===== config.mk =====
export PLATFORM = sky130hd
export DESIGN_NAME = cpurf_core_regs
export DESIGN_NICKNAME = d
export VERILOG_FILES = /design/src/include/cpurf_pkg.sv /design/src/rtl/cpurf_core_regs.sv /design/src/rtl/cpurf_flag_calc.sv
export VERILOG_INCLUDE_DIRS = /design/src /design/src/include
export SDC_FILE = /design/constraint.sdc
export NUM_CORES = 1
export LEC_CHECK = 0
export BUFFER_PORTS_ARGS = -buffer_cell sky130_fd_sc_hd__buf_2
export CAP_MARGIN = 20
export CORE_ASPECT_RATIO = 0.8
export CORE_MARGIN = 5
export CORE_UTILIZATION = 50
export CTS_BUF_LIST = sky130_fd_sc_hd__clkbuf_4 sky130_fd_sc_hd__clkbuf_8 sky130_fd_sc_hd__clkbuf_16
export CTS_CLUSTER_SIZE = 16
export DETAILED_ROUTE_END_ITERATION = 6
export PLACE_DENSITY_LB_ADDON = 0.12
export SLEW_MARGIN = 20
export SYNTH_ARGS = -nofsm -noshare
export SYNTH_HDL_FRONTEND = slang
export SYNTH_SLANG_ARGS = --single-unit

===== constraint.sdc =====
create_clock -name sys_clk -period 4.3 [get_ports sys_clk]
set_input_delay 0.215 -clock sys_clk [delete_from_list [all_inputs] [get_ports sys_clk]]
set_output_delay 0.215 -clock sys_clk [all_outputs]
set_load 0.05 [all_outputs]

===== src/include/cpurf_map.svh =====
/*
 * Constants for the CPU register file: flag positions, reset values,
 * step sizes and BCD adjust figures.
 * Assumes it is included by bare name, before the package and modules.
 */
// What this block does
// - Sixteen byte registers that pair into eight word registers.
// - Word registers read/written whole, or each byte half on its own.
// - Register used as a memory address is always the full word.
// - Word register seven is the stack pointer, top of stack.
// - Word program counter holds next address; its low bit reads zero.
// - Mask bit seven blocks interrupts; set when exception handling starts.
// - Flag bits six and four are free user storage.
// - Byte add/sub/cmp/neg: half-carry is carry or borrow out of bit 3.
// - Word add/sub/cmp: half-carry is carry or borrow out of bit 11.
// - Negative bit copies the result sign bit.
// - Zero bit set on zero result, cleared otherwise.
// - Overflow bit set on signed overflow, cleared otherwise.
// - Carry holds add carry, borrow, shift-out, and bit accumulator.
// - Branch conditions use negative, zero, overflow and carry.
// - Flags readable and writable by load, store, and, or, xor.
// - Reset loads counter from vector word zero and sets mask bit.
// - Word access at odd address uses the preceding even address.
// - Flags pushed as doubled word; restore uses only upper byte.
// - Bit operands pick bit zero to seven of a byte.
// - Decimal adjust treats a byte as two BCD digits using half-carry.
// - Addresses are sixteen bits, one 64 kbyte space.
// - Common instructions complete in two to four states.
`ifndef CPURF_MAP_SVH
`define CPURF_MAP_SVH
`define CPURF_VEC_RESET 16'h0000
`define CPURF_FLAGS_RST 8'h80
`define CPURF_FLG_I 7
`define CPURF_FLG_U6 6
`define CPURF_FLG_H 5
`define CPURF_FLG_U4 4
`define CPURF_FLG_N 3
`define CPURF_FLG_Z 2
`define CPURF_FLG_V 1
`define CPURF_FLG_C 0
`define CPURF_SP_IDX 3'h7
`define CPURF_WORD_STEP 16'h0002
`define CPURF_BCD_DIGIT_MAX 4'h9
`define CPURF_BCD_BYTE_MAX 8'h99
`define CPURF_BCD_ADJ_LO 8'h06
`define CPURF_BCD_ADJ_HI 8'h60
`endif


===== src/include/cpurf_pkg.sv =====
/*
 * Types for the CPU register file: operation codes and states.
 * Assumes nothing beyond a SystemVerilog compiler.
 */
package cpurf_pkg;
	// Flag-producing operations requested by the execution datapath
	typedef enum logic [3:0] {
		FOP_ADD, FOP_ADDX, FOP_SUB, FOP_SUBX, FOP_CMP, FOP_NEG,
		FOP_DAA, FOP_DAS, FOP_LOGIC, FOP_SHIFT
	} cpurf_fop_t;
	// Software accesses to the flag register
	typedef enum logic [2:0] {
		CCR_LOAD, CCR_AND, CCR_OR, CCR_XOR, CCR_RESTORE
	} cpurf_ccr_op_t;
	// Bit accumulator operations on the carry flag
	typedef enum logic [1:0] {
		BOP_LOAD, BOP_AND, BOP_OR, BOP_XOR
	} cpurf_bop_t;
	// Branch conditions, in the usual four-bit order
	typedef enum logic [3:0] {
		CND_T, CND_F, CND_HI, CND_LS, CND_CC, CND_CS, CND_NE, CND_EQ,
		CND_VC, CND_VS, CND_PL, CND_MI, CND_GE, CND_LT, CND_GT, CND_LE
	} cpurf_cond_t;
	typedef enum logic {ST_VEC, ST_RUN} cpurf_state_t;
endpackage : cpurf_pkg


===== src/rtl/cpurf_core_regs.sv =====
/*
 * CPU architectural state: general registers, stack pointer, program
 * counter and flag register, with reset vector fetch and flag updates.
 * Assumes the execution datapath on the same clock drives all requests
 * and reads the registered results one cycle later.
 */
`timescale 1ns/1ns
`include "cpurf_map.svh"
module cpurf_core_regs #(
	parameter int NREG = 8
) (
	input wire logic sys_clk,
	input wire logic resetn,
	input wire logic gp_wr_en,
	input wire logic gp_wr_word,
	input wire logic [3:0] gp_wr_sel,
	input wire logic [15:0] gp_wr_data,
	input wire logic gp_rd_word,
	input wire logic [3:0] gp_rd_sel,
	output logic [15:0] gp_rd_data,
	input wire logic [2:0] addr_sel,
	input wire logic addr_word_acc,
	output logic [15:0] ea_addr,
	input wire logic sp_adj_en,
	input wire logic sp_adj_down,
	output logic [15:0] sp_value,
	input wire logic pc_load_en,
	input wire logic [15:0] pc_load_val,
	input wire logic pc_step_en,
	output logic [15:0] pc_value,
	output logic vec_req,
	output logic [15:0] vec_addr,
	input wire logic vec_ack,
	input wire logic [15:0] vec_data,
	input wire logic alu_en,
	input wire cpurf_pkg::cpurf_fop_t alu_op,
	input wire logic alu_word,
	input wire logic [15:0] alu_a,
	input wire logic [15:0] alu_b,
	input wire logic alu_ext_c,
	input wire logic alu_ext_v,
	input wire logic ccr_en,
	input wire cpurf_pkg::cpurf_ccr_op_t ccr_op,
	input wire logic [15:0] ccr_data,
	input wire logic exc_start,
	input wire logic bit_en,
	input wire cpurf_pkg::cpurf_bop_t bit_op,
	input wire logic bit_invert,
	input wire logic [2:0] bit_idx,
	input wire logic [7:0] bit_byte,
	input wire cpurf_pkg::cpurf_cond_t cond_sel,
	output logic cond_true,
	output logic [7:0] flags,
	output logic [15:0] flags_stack_word,
	output logic irq_masked,
	output logic core_ready
);
	localparam int IW = $clog2(NREG);

	// Word-align an address for any word access
	function automatic logic [15:0] align_word(input logic [15:0] ad);
		align_word = {ad[15:1], 1'b0};
	endfunction : align_word

	// Merge a byte or word write into a stored word
	function automatic logic [15:0] merge(input logic [15:0] old,
			input logic wd, input logic lo, input logic [15:0] d);
		if (wd)
			merge = d;
		else if (lo)
			merge = {old[15:8], d[7:0]};
		else
			merge = {d[7:0], old[7:0]};
	endfunction : merge

	// Branch condition from the flag byte
	function automatic logic cond_eval(input cpurf_pkg::cpurf_cond_t cs,
			input logic [7:0] f);
		logic n;
		logic z;
		logic v;
		logic c;
		n = f[`CPURF_FLG_N];
		z = f[`CPURF_FLG_Z];
		v = f[`CPURF_FLG_V];
		c = f[`CPURF_FLG_C];
		unique case (cs)
			cpurf_pkg::CND_T: cond_eval = 1'b1;
			cpurf_pkg::CND_F: cond_eval = 1'b0;
			cpurf_pkg::CND_HI: cond_eval = ~(c | z);
			cpurf_pkg::CND_LS: cond_eval = c | z;
			cpurf_pkg::CND_CC: cond_eval = ~c;
			cpurf_pkg::CND_CS: cond_eval = c;
			cpurf_pkg::CND_NE: cond_eval = ~z;
			cpurf_pkg::CND_EQ: cond_eval = z;
			cpurf_pkg::CND_VC: cond_eval = ~v;
			cpurf_pkg::CND_VS: cond_eval = v;
			cpurf_pkg::CND_PL: cond_eval = ~n;
			cpurf_pkg::CND_MI: cond_eval = n;
			cpurf_pkg::CND_GE: cond_eval = ~(n ^ v);
			cpurf_pkg::CND_LT: cond_eval = n ^ v;
			cpurf_pkg::CND_GT: cond_eval = ~(z | (n ^ v));
			cpurf_pkg::CND_LE: cond_eval = z | (n ^ v);
		endcase
	endfunction : cond_eval

	// Reset release through two flops; assertion stays asynchronous
	logic rst_meta_reg;
	logic rst_sync_reg;
	always_ff @(posedge sys_clk or negedge resetn) begin
		if (!resetn) begin
			rst_meta_reg <= 1'b0;
			rst_sync_reg <= 1'b0;
		end else begin
			rst_meta_reg <= 1'b1;
			rst_sync_reg <= rst_meta_reg;
		end
	end
	wire rst_n = rst_sync_reg;

	// General registers: no reset, contents are undefined until written
	logic [15:0] gpr_reg [NREG];
	logic [15:0] pc_reg;
	logic [7:0] flags_reg;
	cpurf_pkg::cpurf_state_t state_reg;
	cpurf_pkg::cpurf_state_t state_next;

	// Flag calculator; its result goes to the write-select register
	logic [15:0] alu_res;
	logic [7:0] alu_flg;
	logic [7:0] alu_upd;
	logic alu_res_wr;
	cpurf_flag_calc u_flag_calc (
		.op(alu_op),
		.word(alu_word),
		.a(alu_a),
		.b(alu_b),
		.c_in(flags_reg[`CPURF_FLG_C]),
		.h_in(flags_reg[`CPURF_FLG_H]),
		.ext_c(alu_ext_c),
		.ext_v(alu_ext_v),
		.res(alu_res),
		.flg(alu_flg),
		.upd(alu_upd),
		.res_wr(alu_res_wr)
	);

	// Single write port: an arithmetic result takes it over a plain write
	wire running = (state_reg == cpurf_pkg::ST_RUN);
	wire alu_wr = running && alu_en && alu_res_wr;
	wire wr_go = alu_wr || (running && gp_wr_en && !alu_en);
	wire [15:0] wr_val = alu_wr ? alu_res : gp_wr_data;
	wire wr_wd = alu_wr ? alu_word : gp_wr_word;
	wire [IW-1:0] wr_ix = gp_wr_sel[IW-1:0];
	wire wr_lo = gp_wr_sel[3]; // Selector bit 3 picks the lower byte

	// Stack pointer step by one word; a write to it the same cycle wins
	wire [IW-1:0] sp_ix = IW'(`CPURF_SP_IDX);
	wire [15:0] sp_cur = gpr_reg[sp_ix];
	wire [15:0] sp_step = sp_adj_down ? (sp_cur - `CPURF_WORD_STEP)
		: (sp_cur + `CPURF_WORD_STEP);
	wire sp_go = running && sp_adj_en && !(wr_go && wr_ix == sp_ix);

	// Register write path
	always_ff @(posedge sys_clk) begin
		if (wr_go)
			gpr_reg[wr_ix] <= merge(gpr_reg[wr_ix], wr_wd, wr_lo,
				wr_val);
		if (sp_go)
			gpr_reg[sp_ix] <= sp_step;
	end

	// Read selection; byte reads land in the low bits
	wire [15:0] rd_w = gpr_reg[gp_rd_sel[IW-1:0]];
	wire [15:0] rd_val = gp_rd_word ? rd_w
		: {8'h00, gp_rd_sel[3] ? rd_w[7:0] : rd_w[15:8]};
	wire [15:0] ea_raw = gpr_reg[addr_sel[IW-1:0]];
	wire [15:0] ea_val = addr_word_acc ? align_word(ea_raw) : ea_raw;

	// Reset sequence: fetch the vector word, then run
	always_comb begin
		state_next = state_reg;
		unique case (state_reg)
			cpurf_pkg::ST_VEC: if (vec_ack)
				state_next = cpurf_pkg::ST_RUN;
			cpurf_pkg::ST_RUN: state_next = cpurf_pkg::ST_RUN;
		endcase
	end

	// Program counter: vector load, jump load or one-word step
	logic [15:0] pc_next;
	always_comb begin
		pc_next = pc_reg;
		if (!running && vec_ack)
			pc_next = align_word(vec_data);
		else if (running && pc_load_en)
			pc_next = align_word(pc_load_val);
		else if (running && pc_step_en)
			pc_next = pc_reg + `CPURF_WORD_STEP;
	end

	// Bit accumulator on carry, bit picked by index
	wire sel_bit = bit_byte[bit_idx] ^ bit_invert;
	logic acc_c;
	always_comb begin
		unique case (bit_op)
			cpurf_pkg::BOP_LOAD: acc_c = sel_bit;
			cpurf_pkg::BOP_AND: acc_c = flags_reg[`CPURF_FLG_C] & sel_bit;
			cpurf_pkg::BOP_OR: acc_c = flags_reg[`CPURF_FLG_C] | sel_bit;
			cpurf_pkg::BOP_XOR: acc_c = flags_reg[`CPURF_FLG_C] ^ sel_bit;
		endcase
	end

	// Flag update; software access first, then arithmetic, then bit ops.
	// Exception entry is applied last so the mask cannot be lost.
	logic [7:0] flags_next;
	always_comb begin
		flags_next = flags_reg;
		if (running && ccr_en) begin
			unique case (ccr_op)
				cpurf_pkg::CCR_LOAD: flags_next = ccr_data[7:0];
				cpurf_pkg::CCR_AND: flags_next = flags_reg & ccr_data[7:0];
				cpurf_pkg::CCR_OR: flags_next = flags_reg | ccr_data[7:0];
				cpurf_pkg::CCR_XOR: flags_next = flags_reg ^ ccr_data[7:0];
				cpurf_pkg::CCR_RESTORE:
					flags_next = ccr_data[15:8];
				default: flags_next = flags_reg;
			endcase
		end else if (running && alu_en) begin
			flags_next = (flags_reg & ~alu_upd) | (alu_flg & alu_upd);
		end else if (running && bit_en) begin
			flags_next[`CPURF_FLG_C] = acc_c;
		end
		if (running && exc_start)
			flags_next[`CPURF_FLG_I] = 1'b1;
	end

	// Control state, program counter and flag register
	always_ff @(posedge sys_clk or negedge rst_n) begin
		if (!rst_n) begin
			state_reg <= cpurf_pkg::ST_VEC;
			pc_reg <= `CPURF_VEC_RESET;
			flags_reg <= `CPURF_FLAGS_RST;
		end else begin
			state_reg <= state_next;
			pc_reg <= pc_next;
			flags_reg <= flags_next;
		end
	end

	// Output copies, each from its own flop
	always_ff @(posedge sys_clk or negedge rst_n) begin
		if (!rst_n) begin
			gp_rd_data <= 16'h0000;
			ea_addr <= 16'h0000;
			sp_value <= 16'h0000;
			pc_value <= `CPURF_VEC_RESET;
			vec_req <= 1'b0;
			vec_addr <= `CPURF_VEC_RESET;
			cond_true <= 1'b0;
			flags <= `CPURF_FLAGS_RST;
			flags_stack_word <= {`CPURF_FLAGS_RST, `CPURF_FLAGS_RST};
			irq_masked <= 1'b1;
			core_ready <= 1'b0;
		end else begin
			gp_rd_data <= rd_val;
			ea_addr <= ea_val;
			sp_value <= sp_cur;
			pc_value <= align_word(pc_next);
			vec_req <= (state_next == cpurf_pkg::ST_VEC);
			vec_addr <= `CPURF_VEC_RESET;
			cond_true <= cond_eval(cond_sel, flags_next);
			flags <= flags_next;
			flags_stack_word <= {flags_next, flags_next};
			irq_masked <= flags_next[`CPURF_FLG_I];
			core_ready <= (state_next == cpurf_pkg::ST_RUN);
		end
	end

	// Each register request is accepted in one cycle, which leaves the
	// two-to-four state budget of common instructions to the datapath.
endmodule : cpurf_core_regs


===== src/rtl/cpurf_flag_calc.sv =====
/*
 * Arithmetic flag calculator: sum, difference, negate and decimal
 * adjust with their flags, plus flag forms for logic and shift results.
 * Assumes the caller registers the outputs; purely combinational.
 */
`timescale 1ns/1ns
`include "cpurf_map.svh"
module cpurf_flag_calc (
	input wire cpurf_pkg::cpurf_fop_t op,
	input wire logic word,
	input wire logic [15:0] a,
	input wire logic [15:0] b,
	input wire logic c_in,
	input wire logic h_in,
	input wire logic ext_c,
	input wire logic ext_v,
	output logic [15:0] res,
	output logic [7:0] flg,
	output logic [7:0] upd,
	output logic res_wr
);
	wire is_neg = (op == cpurf_pkg::FOP_NEG);
	wire is_sub = (op == cpurf_pkg::FOP_SUB) || (op == cpurf_pkg::FOP_SUBX)
		|| (op == cpurf_pkg::FOP_CMP) || is_neg;
	wire with_c = (op == cpurf_pkg::FOP_ADDX) || (op == cpurf_pkg::FOP_SUBX);
	wire is_arith = is_sub || (op == cpurf_pkg::FOP_ADD) || with_c;
	// Byte operands are zero-extended so bit 8 carries the byte carry
	wire [15:0] opa = is_neg ? 16'h0000 : (word ? a : {8'h00, a[7:0]});
	wire [15:0] opb = is_neg ? (word ? a : {8'h00, a[7:0]})
		: (word ? b : {8'h00, b[7:0]});
	wire [16:0] ci = {16'h0000, with_c & c_in};
	wire [16:0] r17 = is_sub ? ({1'b0, opa} - {1'b0, opb} - ci)
		: ({1'b0, opa} + {1'b0, opb} + ci);
	// Per-bit carry-in vector: carry or borrow into bit k+1 sits at k+1
	wire [15:0] cvec = opa ^ opb ^ r17[15:0];
	wire s_a = word ? opa[15] : opa[7];
	wire s_b = word ? opb[15] : opb[7];
	wire s_r = word ? r17[15] : r17[7];
	// Decimal adjust on the low byte
	wire lo_fix = (a[3:0] > `CPURF_BCD_DIGIT_MAX) || h_in;
	wire hi_fix = (a[7:0] > `CPURF_BCD_BYTE_MAX) || c_in;
	wire [7:0] adj = (lo_fix ? `CPURF_BCD_ADJ_LO : 8'h00)
		| (hi_fix ? `CPURF_BCD_ADJ_HI : 8'h00);
	wire [7:0] bcd = (op == cpurf_pkg::FOP_DAS) ? (a[7:0] - adj)
		: (a[7:0] + adj);
	wire is_bcd = (op == cpurf_pkg::FOP_DAA) || (op == cpurf_pkg::FOP_DAS);

	// Result select and flag forming
	always_comb begin
		res = a;
		flg = 8'h00;
		upd = 8'h00;
		res_wr = (op != cpurf_pkg::FOP_CMP);
		if (is_arith) begin
			res = r17[15:0];
			flg[`CPURF_FLG_H] = word ? cvec[12] : cvec[4];
			flg[`CPURF_FLG_V] = (is_sub ? (s_a != s_b) : (s_a == s_b))
				&& (s_r != s_a);
			flg[`CPURF_FLG_C] = word ? r17[16] : r17[8];
			upd = 8'h2F;
		end else if (is_bcd) begin
			res = {8'h00, bcd};
			flg[`CPURF_FLG_C] = hi_fix;
			upd = 8'h0D;
		end else if (op == cpurf_pkg::FOP_SHIFT) begin
			flg[`CPURF_FLG_C] = ext_c;
			flg[`CPURF_FLG_V] = ext_v;
			upd = 8'h0F;
		end else begin
			upd = 8'h0E;
		end
		flg[`CPURF_FLG_N] = word ? res[15] : res[7];
		flg[`CPURF_FLG_Z] = word ? (res == 16'h0000)
			: (res[7:0] == 8'h00);
	end
endmodule : cpurf_flag_calc


==> results of run 1 <==
## worst max-delay path: stages, from the launching register on
cell	delay, ns
dfrtp_1	0.40
nand3_1	0.22
fa_1	0.25
inv_1	0.07
fa_1	0.45
a211o_1	0.31
a31oi_1	0.24
nor2_1	0.11
a41oi_2	0.26
xnor2_1	0.10
a222oi_1	0.42
nand4_1	0.26
o311ai_2	0.34
a31o_1	0.19
a311o_1	0.18
nand3_2	0.07
xor2_1	0.14
## power breakdown
group          total, mW  leakage, nW  switching [mW]  internal, mW
Combinational       2.32         5.00            1.44         0.872
Sequential          2.40         2.09           0.124          2.28
Clock               1.88        0.374           0.778          1.11
Total               6.60         7.47            2.35          4.26
## metal layers
metal | global-route usage, % | part of all wire (%) | vias up
met5 | 0 | 0 | -
met4 | 5.80 | 2.2 | 0
met3 | 3.60 | 7.5 | 58
met2 | 41.5 | 45 | 484
met1 | 39.2 | 45 | 5636
li1 | - | - | 5481
## cell families after synthesis
kind of cell	share of synthesized area, %
buf+inv	6.20
other cells	0.0539
flops	41.2
mux	14.2
fa+ha+maj	8.25
simple gates	12.6
xor+xnor	3.33
compound gates	14.1
## per-stage QoR
stage | total power, mW | utilization (%) | TNS (ns)
2_1_floorplan | 3.98 | - | 0
3_3_place_gp | 4.67 | 59.2 | -0.0272
5_1_grt | 6.92 | 62.7 | 0
6_report | 6.60 | 62.7 | 0
3_5_place_dp | 4.70 | 59.2 | -0.0531
4_1_cts | 6.60 | 62.7 | 0
## cells in the mapped netlist (all sizes together) (6+ instances only)
cell type / instances / area share [%]
mux2: 17 / 1.4
edfxtp: 128 / 28
a21oi: 78 / 2.8
and2: 9 / 0.42
a221oi: 6 / 0.38
a211oi: 17 / 0.92
nor3: 18 / 0.73
and3: 10 / 0.45
o221ai: 7 / 0.44
inv: 93 / 2.5
clkbuf: 39 / 1.0
xnor2: 29 / 1.8
o21a: 15 / 0.82
nand3: 31 / 1.1
nor2: 75 / 2.0
a31oi: 9 / 0.40
buf: 53 / 2.6
a22oi: 12 / 0.65
o31ai: 6 / 0.32
nand2b: 11 / 0.49
dfrtp: 75 / 13
o211ai: 8 / 0.43
ha: 84 / 7.5
o21ai: 73 / 2.6
nor2b: 27 / 1.2
xor2: 24 / 1.5
mux4: 72 / 12
o22ai: 9 / 0.49
or2: 6 / 0.27
nand2: 142 / 3.8
or3: 8 / 0.36
mux2i: 17 / 1.2
nand4: 10 / 0.45
a221o: 7 / 0.50
## worst max path at each step
stage,cells past startpoint,endpoint,slack [ns]
finish,16,cond_true$_DFF_PN0_,0.16
global route,18,cond_true$_DFF_PN0_,0.02
global placement,21,cond_true$_DFF_PN0_,-0.03
CTS,16,cond_true$_DFF_PN0_,0.20
detailed placement,21,cond_true$_DFF_PN0_,-0.05
floorplan,19,cond_true$_DFF_PN0_,0.007
## layout make-up
| class | instances | area (um2) |
|---|---|---|
| multi-input cells | 932 | 7410 |
| fillers | 2311 | 10200 |
| clock inverters | 9 | 68.8 |
| diodes | 2 | 5.00 |
| repair buffers | 395 | 2450 |
| clock buffers | 33 | 676 |
| flip-flops and latches | 204 | 5750 |
| inverters | 94 | 353 |
| well taps | 364 | 455 |
## repair_timing
| action | 4_1_cts | 5_1_grt |
|---|---|---|
| resized for setup | 0 | 1 |
| hold endpoints to repair | 22 | 0 |
| buffers inserted | 0 | 1 |
| hold buffers | 21 | 0 |
| endpoints found under the setup margin | 0 | 1 |
==> metrics.md, run 1 <==
| Metric | Value |
|---|---|
| Post-synth ARST share | `a little under two fifths` |
| Antenna viol nets, final | `0` |
| Die Wd | `197 um` |
| Place WS | `-0.0531 ns` |
| DP Area | `16200 um2` |
| Post-synth EDFFs | `128` |
| Detailed Place HPWL | `roughly 32000 um` |
| Clock Sinks | `204` |
| Instance count of the mapped netlist | `1306` |
| Hold Vio Cnt, Final | `0` |
| Skew final | `0.0210 ns` |
| GRT Util Overall | `26.3%` |
| Worst-skew pair later-pin latency | `0.52 ns` |
| Worst setup EP type | `flop` |
| Final non-filler cell area | `17200 um2` |
| Row count | `54` |
| CTS H-tree depth | `1` |
| Fmax | `0.242 GHz` |
| Critical Path Source | `flags_stack_word[8]$_DFF_PN0_` |
| Filler-free cell count of the finished design | `2033` |
| Post-layout minimum cycle time | `slightly above 4 ns` |
| VDD IR max | `0.000291 V` |
| First-pass GRT wire length | `65500 um` |
| Vias | `11700` |
| Starting Density | `51.0%` |
| Port Buffer Count | `238` |
| Hold EP | `pc_reg[5]$_DFFE_PN0P_` |
| Synth-to-Final Area Change | `23.1%` |
| Die area | `31400 um2` |
| Hold Path Cell Cnt | `3` |
| Kind of critical path | `reg2reg` |
| Placed insts | `a little under 2000` |
| PD cells | `around 380 nW/um2` |
| Root buffer cell | `clkbuf_16` |
| HP Start | `pc_load_val[5]` |
| RR Startpoint | `flags_stack_word[8]$_DFF_PN0_` |
| Slew HR | `between 30% and 40%` |
| Residual DRC | `0` |
| Number of flip-flops under the largest register name | `approximately 130` |
| Max FO, Critical Path | `4` |
| R2R depth | `16` |
| Static leakage | `7.47 nW` |
| Synthesized area | `13900 um2` |
| Hold WS | `0.0165 ns` |
| # setup viols final | `0` |
| CP Launch Type | `flop` |
| Status | `finished clean` |
| Reg2reg setup slack | `around 0.16 ns` |
| RSZ-0062 raised after global routing | `no` |
| Vias in the first global route | `between 10000 and 15000` |
| Share of layout cells above drive strength 1 | `between 30% and 40%` |
| Register bit total from synthesis | `a little over 200` |
| Most common cell after layout, fill and taps aside | `buf_2` |
| Detailed Route WL | `about 42000 um` |
| CTS Buffer Depth | `3` |
| CTS tree | `yes` |
| Clk slew on worst S/H paths | `0.06 ns` |
| Worst EP arrival | `~4.5 ns` |
| Sequential area share after synthesis | `41.2%` |
| Final nets | `1889` |
| Worst Tran Pin Value | `0.918 ns` |
| CTS Buf Count | `23` |
| Chip height | `159 um` |
| Ports | `between 200 and 300` |
| Initial DRC Count | `between 1000 and 1500` |
| Commonest cells after routing, fill and taps aside | `buf_2 (238), nand2_1 (142), buf_4 (134)` |
| Synth Flop Type | `edfxtp_1` |
| Router iterations before antenna repair | `5` |
| Initial antenna violation count | `2` |
| Synthesis warning total | `0` |
| Synth unique cells | `87` |
| Max Cap Viol | `0` |
| Core footprint | `about 27000 um2` |
| Worst Slack Setup Final | `0.161 ns` |
| Min-Delay Path Class | `in2reg` |
| Slew Limit Fails | `0` |
| Largest net degree at the start of global routing | `46` |
| Grt ovf | `0` |
| Drt wl/cell | `20.9 um` |
| CP Data Required Time | `around 4.7 ns` |
| Mean Syn Cell Area | `10.7 um2` |
| Reg-to-Reg End | `cond_true$_DFF_PN0_` |
| Via/cell ratio | `5.73` |
| Tcrit/Tclk final | `96.3%` |
| Routability-driven placement congestion ratio | `0.923` |
No activity file was read; power rests on OpenSTA's default activity.
==> run 2, diff against run 1 <==
--- a/config.mk
+++ b/config.mk
@@ -8,7 +8,6 @@
 export LEC_CHECK = 0
 export BUFFER_PORTS_ARGS = -buffer_cell sky130_fd_sc_hd__buf_2
 export CAP_MARGIN = 20
-export CORE_ASPECT_RATIO = 0.8
 export CORE_MARGIN = 5
 export CORE_UTILIZATION = 50
 export CTS_BUF_LIST = sky130_fd_sc_hd__clkbuf_4 sky130_fd_sc_hd__clkbuf_8 sky130_fd_sc_hd__clkbuf_16
@@ -18,4 +17,5 @@
 export SLEW_MARGIN = 20
 export SYNTH_ARGS = -nofsm -noshare
 export SYNTH_HDL_FRONTEND = slang
+export SYNTH_HIERARCHICAL = 1
 export SYNTH_SLANG_ARGS = --single-unit
==> run 2 against run 1 <==
Compared with the run above: the run now ends with setup timing left; non-clock buffer count up 54; maximum frequency decreased by 9.3%; combinational power rose by 6%; clock skew shrank 0.0046 ns; synthesized cell count rose by 4.2%; critical path type unchanged; largest cell class unchanged.
==> metrics.md, run 2 <==
| Metric | Value |
|---|---|
| Status | `finished with violations` |
| Violations in the final reports | `setup timing` |
| Static leakage | `8.03 nW (+7.6%)` |
| Post-synth EDFFs | `128 (unchanged)` |
| Overall Power | `6.97 mW (+5.5%)` |
| Instance count of the mapped netlist | `1361 (+4.2%)` |
| Max Cap Viol | `0 (unchanged)` |
| Mean Syn Cell Area | `10.5 um2 (-1.7%)` |
| Ports | `258 (unchanged)` |
| CTS Buf Count | `22 (-4.3%)` |
| Most common cell after layout, fill and taps aside | `buf_2` |
| Hold EP | `flags_stack_word[12]$_DFFE_PN0P_` |
| Initial antenna violation count | `2 (unchanged)` |
| HP Start | `ccr_data[12]` |
| Drt wl/cell | `19.7 um (-5.6%)` |
| WP buf/inv | `3 (+2)` |
| Min-Delay Path Class | `in2reg` |
| CTS tree | `yes` |
| Clock Sinks | `204 (unchanged)` |
| Initial DRC Count | `1013 (+0.50%)` |
| # setup viols final | `1 (+1)` |
| Synth top cells by count | `edfxtp_1 (128), nand2_1 (121), o21ai_0 (97), nor2_1 (88), ha_1 (82)` |
| Skew final | `0.0164 ns (-0.00463 ns)` |
| Starting Density | `51.0% (+0.056 points)` |
| R2R depth | `23 (+7)` |
| Vias in the first global route | `12000 (+3.6%)` |
| Clk slew on worst S/H paths | `0.06 ns (about the same)` |
| Register area | `5750 um2 (about the same)` |
| GRT Util Overall | `25.8% (-0.51 points)` |
| Die Wd | `179 um (-9.0%)` |
| Worst-skew pair later-pin latency | `0.50 ns (-0.02 ns)` |
| RSZ-0062 raised after global routing | `yes` |
| Residual DRC | `0 (unchanged)` |
| Grt ovf | `0 (unchanged)` |
| Detailed Place HPWL | `32100 um (-0.85%)` |
| Hold Vio Cnt, Final | `0 (unchanged)` |
| Reg-to-Reg End | `cond_true$_DFF_PN0_` |
| Sequential area share after synthesis | `40.2% (-1.0 points)` |
| CP Launch Type | `flop` |
| Synth-to-Final Area Change | `27.3%` |
| Synthesis warning total | `6 (+6)` |
| Fillers | `2265 (-2.0%)` |
| Share of layout cells above drive strength 1 | `35.2% (+3.6 points)` |
| Synthesized area | `14300 um2 (+2.5%)` |
| DP Area | `16800 um2 (+3.9%)` |
| CTS H-tree depth | `1 (unchanged)` |
| Chip height | `179 um (+12%)` |
| Multi-input logic area | `8000 um2 (+8.0%)` |
| Largest net degree at the start of global routing | `75 (+63%)` |
| Worst Tran Pin Value | `0.972 ns (+0.0537 ns)` |
| Port Buffer Count | `238 (unchanged)` |
| VDD IR max | `0.000202 V (-31%)` |
| Antenna viol nets, final | `0 (unchanged)` |
| Number of flip-flops under the largest register name | `128 (unchanged)` |
| Commonest cells after routing, fill and taps aside | `buf_2 (238), buf_4 (188), edfxtp_1 (128)` |
| Final non-filler cell area | `18200 um2 (+6.0%)` |
| Routability-driven placement congestion ratio | `0.926 (+0.29%)` |
| Hold Path Cell Cnt | `3 (unchanged)` |
| Die area | `32100 um2 (+2.3%)` |
| Vias | `12100 (+3.8%)` |
| Core footprint | `28000 um2 (+2.4%)` |
| RR Startpoint | `flags_stack_word[8]$_DFF_PN0_` |
| CP max-delay cell | `or4_4` |
| Worst setup EP type | `flop` |
| Final nets | `1986 (+5.1%)` |
| Router iterations before antenna repair | `5 (unchanged)` |
| Worst stage delay on the critical path | `0.51 ns (+0.06 ns)` |
| Reg2reg setup slack | `-0.26 ns (-0.43 ns)` |
| First-pass GRT wire length | `64900 um (-0.85%)` |
| Slew Limit Fails | `0 (unchanged)` |
| PD cells | `383 nW/um2 (-0.40%)` |
| Filler-free cell count of the finished design | `2143 (+5.4%)` |
| Worst EP arrival | `4.97 ns (+0.43 ns)` |
| Kind of critical path | `reg2reg` |
| CTS Buffer Depth | `3 (unchanged)` |
| Ant. Diodes | `0 (-2)` |
| Placed insts | `2069 (+5.2%)` |
| Max FO, Critical Path | `4 (unchanged)` |
| Slew HR | `34.5% (-4.0 points)` |
| Place WS | `-0.875 ns (-0.822 ns)` |
| Synth unique cells | `83 (-4.6%)` |
| Worst Slack Setup Final | `-0.265 ns (-0.426 ns)` |
| CP Data Required Time | `4.71 ns (about the same)` |
| Register bit total from synthesis | `204 (unchanged)` |
| Via/cell ratio | `5.65 (-1.5%)` |
| Tcrit/Tclk final | `106% (+9.9 points)` |
| Crit path cell chain | `nand2_2 -> nor3_4 -> buf_4 -> fa_2 -> fa_2 -> a211o_1 -> o2111ai_2 -> a311oi_2 -> a31o_2 -> a21oi_4 -> nor2_2 -> or4_4 -> o311ai_4 -> nor4b_4 -> o211a_1 -> inv_1 -> a41oi_2 -> o22a_1 -> and2_4 -> buf_4 -> a21oi_1 -> mux2i_1 -> o221ai_1` |
| Fmax | `0.219 GHz (-9.3%)` |
| Worst path top cell family by delay | `compound AO/OA/AOI/OAI gates` |
| Post-synth top area share | `26.9% (-0.67 points)` |
| Detailed Route WL | `42300 um (-0.54%)` |
| Row count | `61 (+13%)` |
| Top post-synthesis cells by area | `edfxtp_1 (27%), dfrtp_1 (13%), mux4_2 (11%), ha_1 (7.2%), o21ai_0 (3.4%)` |
| Synth Flop Type | `edfxtp_1` |
| Post-synth ARST share | `37.3% (unchanged)` |
| Top-count cell post-synth | `edfxtp_1` |
| Root buffer cell | `clkbuf_16` |
| Area leader, netlist | `edfxtp_1` |
| Post-layout minimum cycle time | `4.56 ns (+0.426 ns)` |
## run 2: cell types whose count changed in the layout (fill, tap and decap cells not counted), sizes merged, moves of 11 or more
cell,change
and3,+13
nor2,+13
nand2b,+11
nand2,-21
a21o,+12
mux2i,+18
inv,-15
o21ai,+29
buf,+55
## run 2: area by class of cell
class	instances	share of cell area (%)
flip-flops and latches	204	31.6
multi-input cells	992	44.0
well taps	378	2.60
repair buffers	449	15.6
clock inverters	12	1.13
inverters	80	1.65
clock buffers	28	3.41
## run 2: cell families after synthesis
group | after synthesis | share of synthesized area, %
buf+inv | 187 | 6.32
simple gates | 378 | 12.9
flops | 204 | 40.2
compound gates | 326 | 14.7
mux | 122 | 14.6
xor+xnor | 53 | 3.25
other cells | 4 | 0.105
fa+ha+maj | 87 | 7.88
## run 2: worst max path at each step
stage / start / to / cells after the start
final: flags_stack_word[8]$_DFF_PN0_ / cond_true$_DFF_PN0_ / 23
after global routing: alu_op[2] / cond_true$_DFF_PN0_ / 28
after floorplan: alu_op[1] / cond_true$_DFF_PN0_ / 25
after global placement: alu_op[3] / cond_true$_DFF_PN0_ / 24
after CTS: flags_stack_word[8]$_DFF_PN0_ / cond_true$_DFF_PN0_ / 22
after detailed placement: alu_op[1] / cond_true$_DFF_PN0_ / 25
## run 2: per-layer routing
layer / up-vias / GRT usage (%) / part of all wire (%)
met1: 5808 / 33.7 / 40
met4: 4 / 7.90 / 3.5
met2: 463 / 44.8 / 49
met5: - / 0 / 0.050
met3: 99 / 3.54 / 6.8
li1: 5732 / - / -
## run 2: stage by stage
stage | hold WS (ns) | TNS (ns) | util (%)
after floorplan | -0.0806 | -0.449 | -
after global placement | -0.000152 | -1.06 | 60.1
after detailed placement | 0.000172 | -2.26 | 60.1
after CTS | 0.00882 | -0.381 | 64.1
after global routing | 0.0287 | -0.549 | 64.9
final | 0.0202 | -0.265 | 64.9
## run 2: worst min-delay path: stages
cell and delay (ns):
buf_2 0.08, a31oi_1 0.07, o21ai_0 0.12
## run 2: repair_timing
action / 4_1_cts / 5_1_grt
gates resized for setup: 9 / 37
setup endpoints to repair: 2 / 3
pin swaps: 21 / 24
cloned: 0 / 1
endpoints found under the hold margin: 21 / 0
setup buffers: 7 / 5
hold buffers: 20 / 0
## run 2: where the power goes
group	leakage [nW]	total (mW)	switching, mW	internal, mW
Clock	0.403	2.10	0.768	1.33
Combinational	5.53	2.45	1.47	0.985
Sequential	2.10	2.42	0.132	2.29
Total	8.03	6.97	2.37	4.60
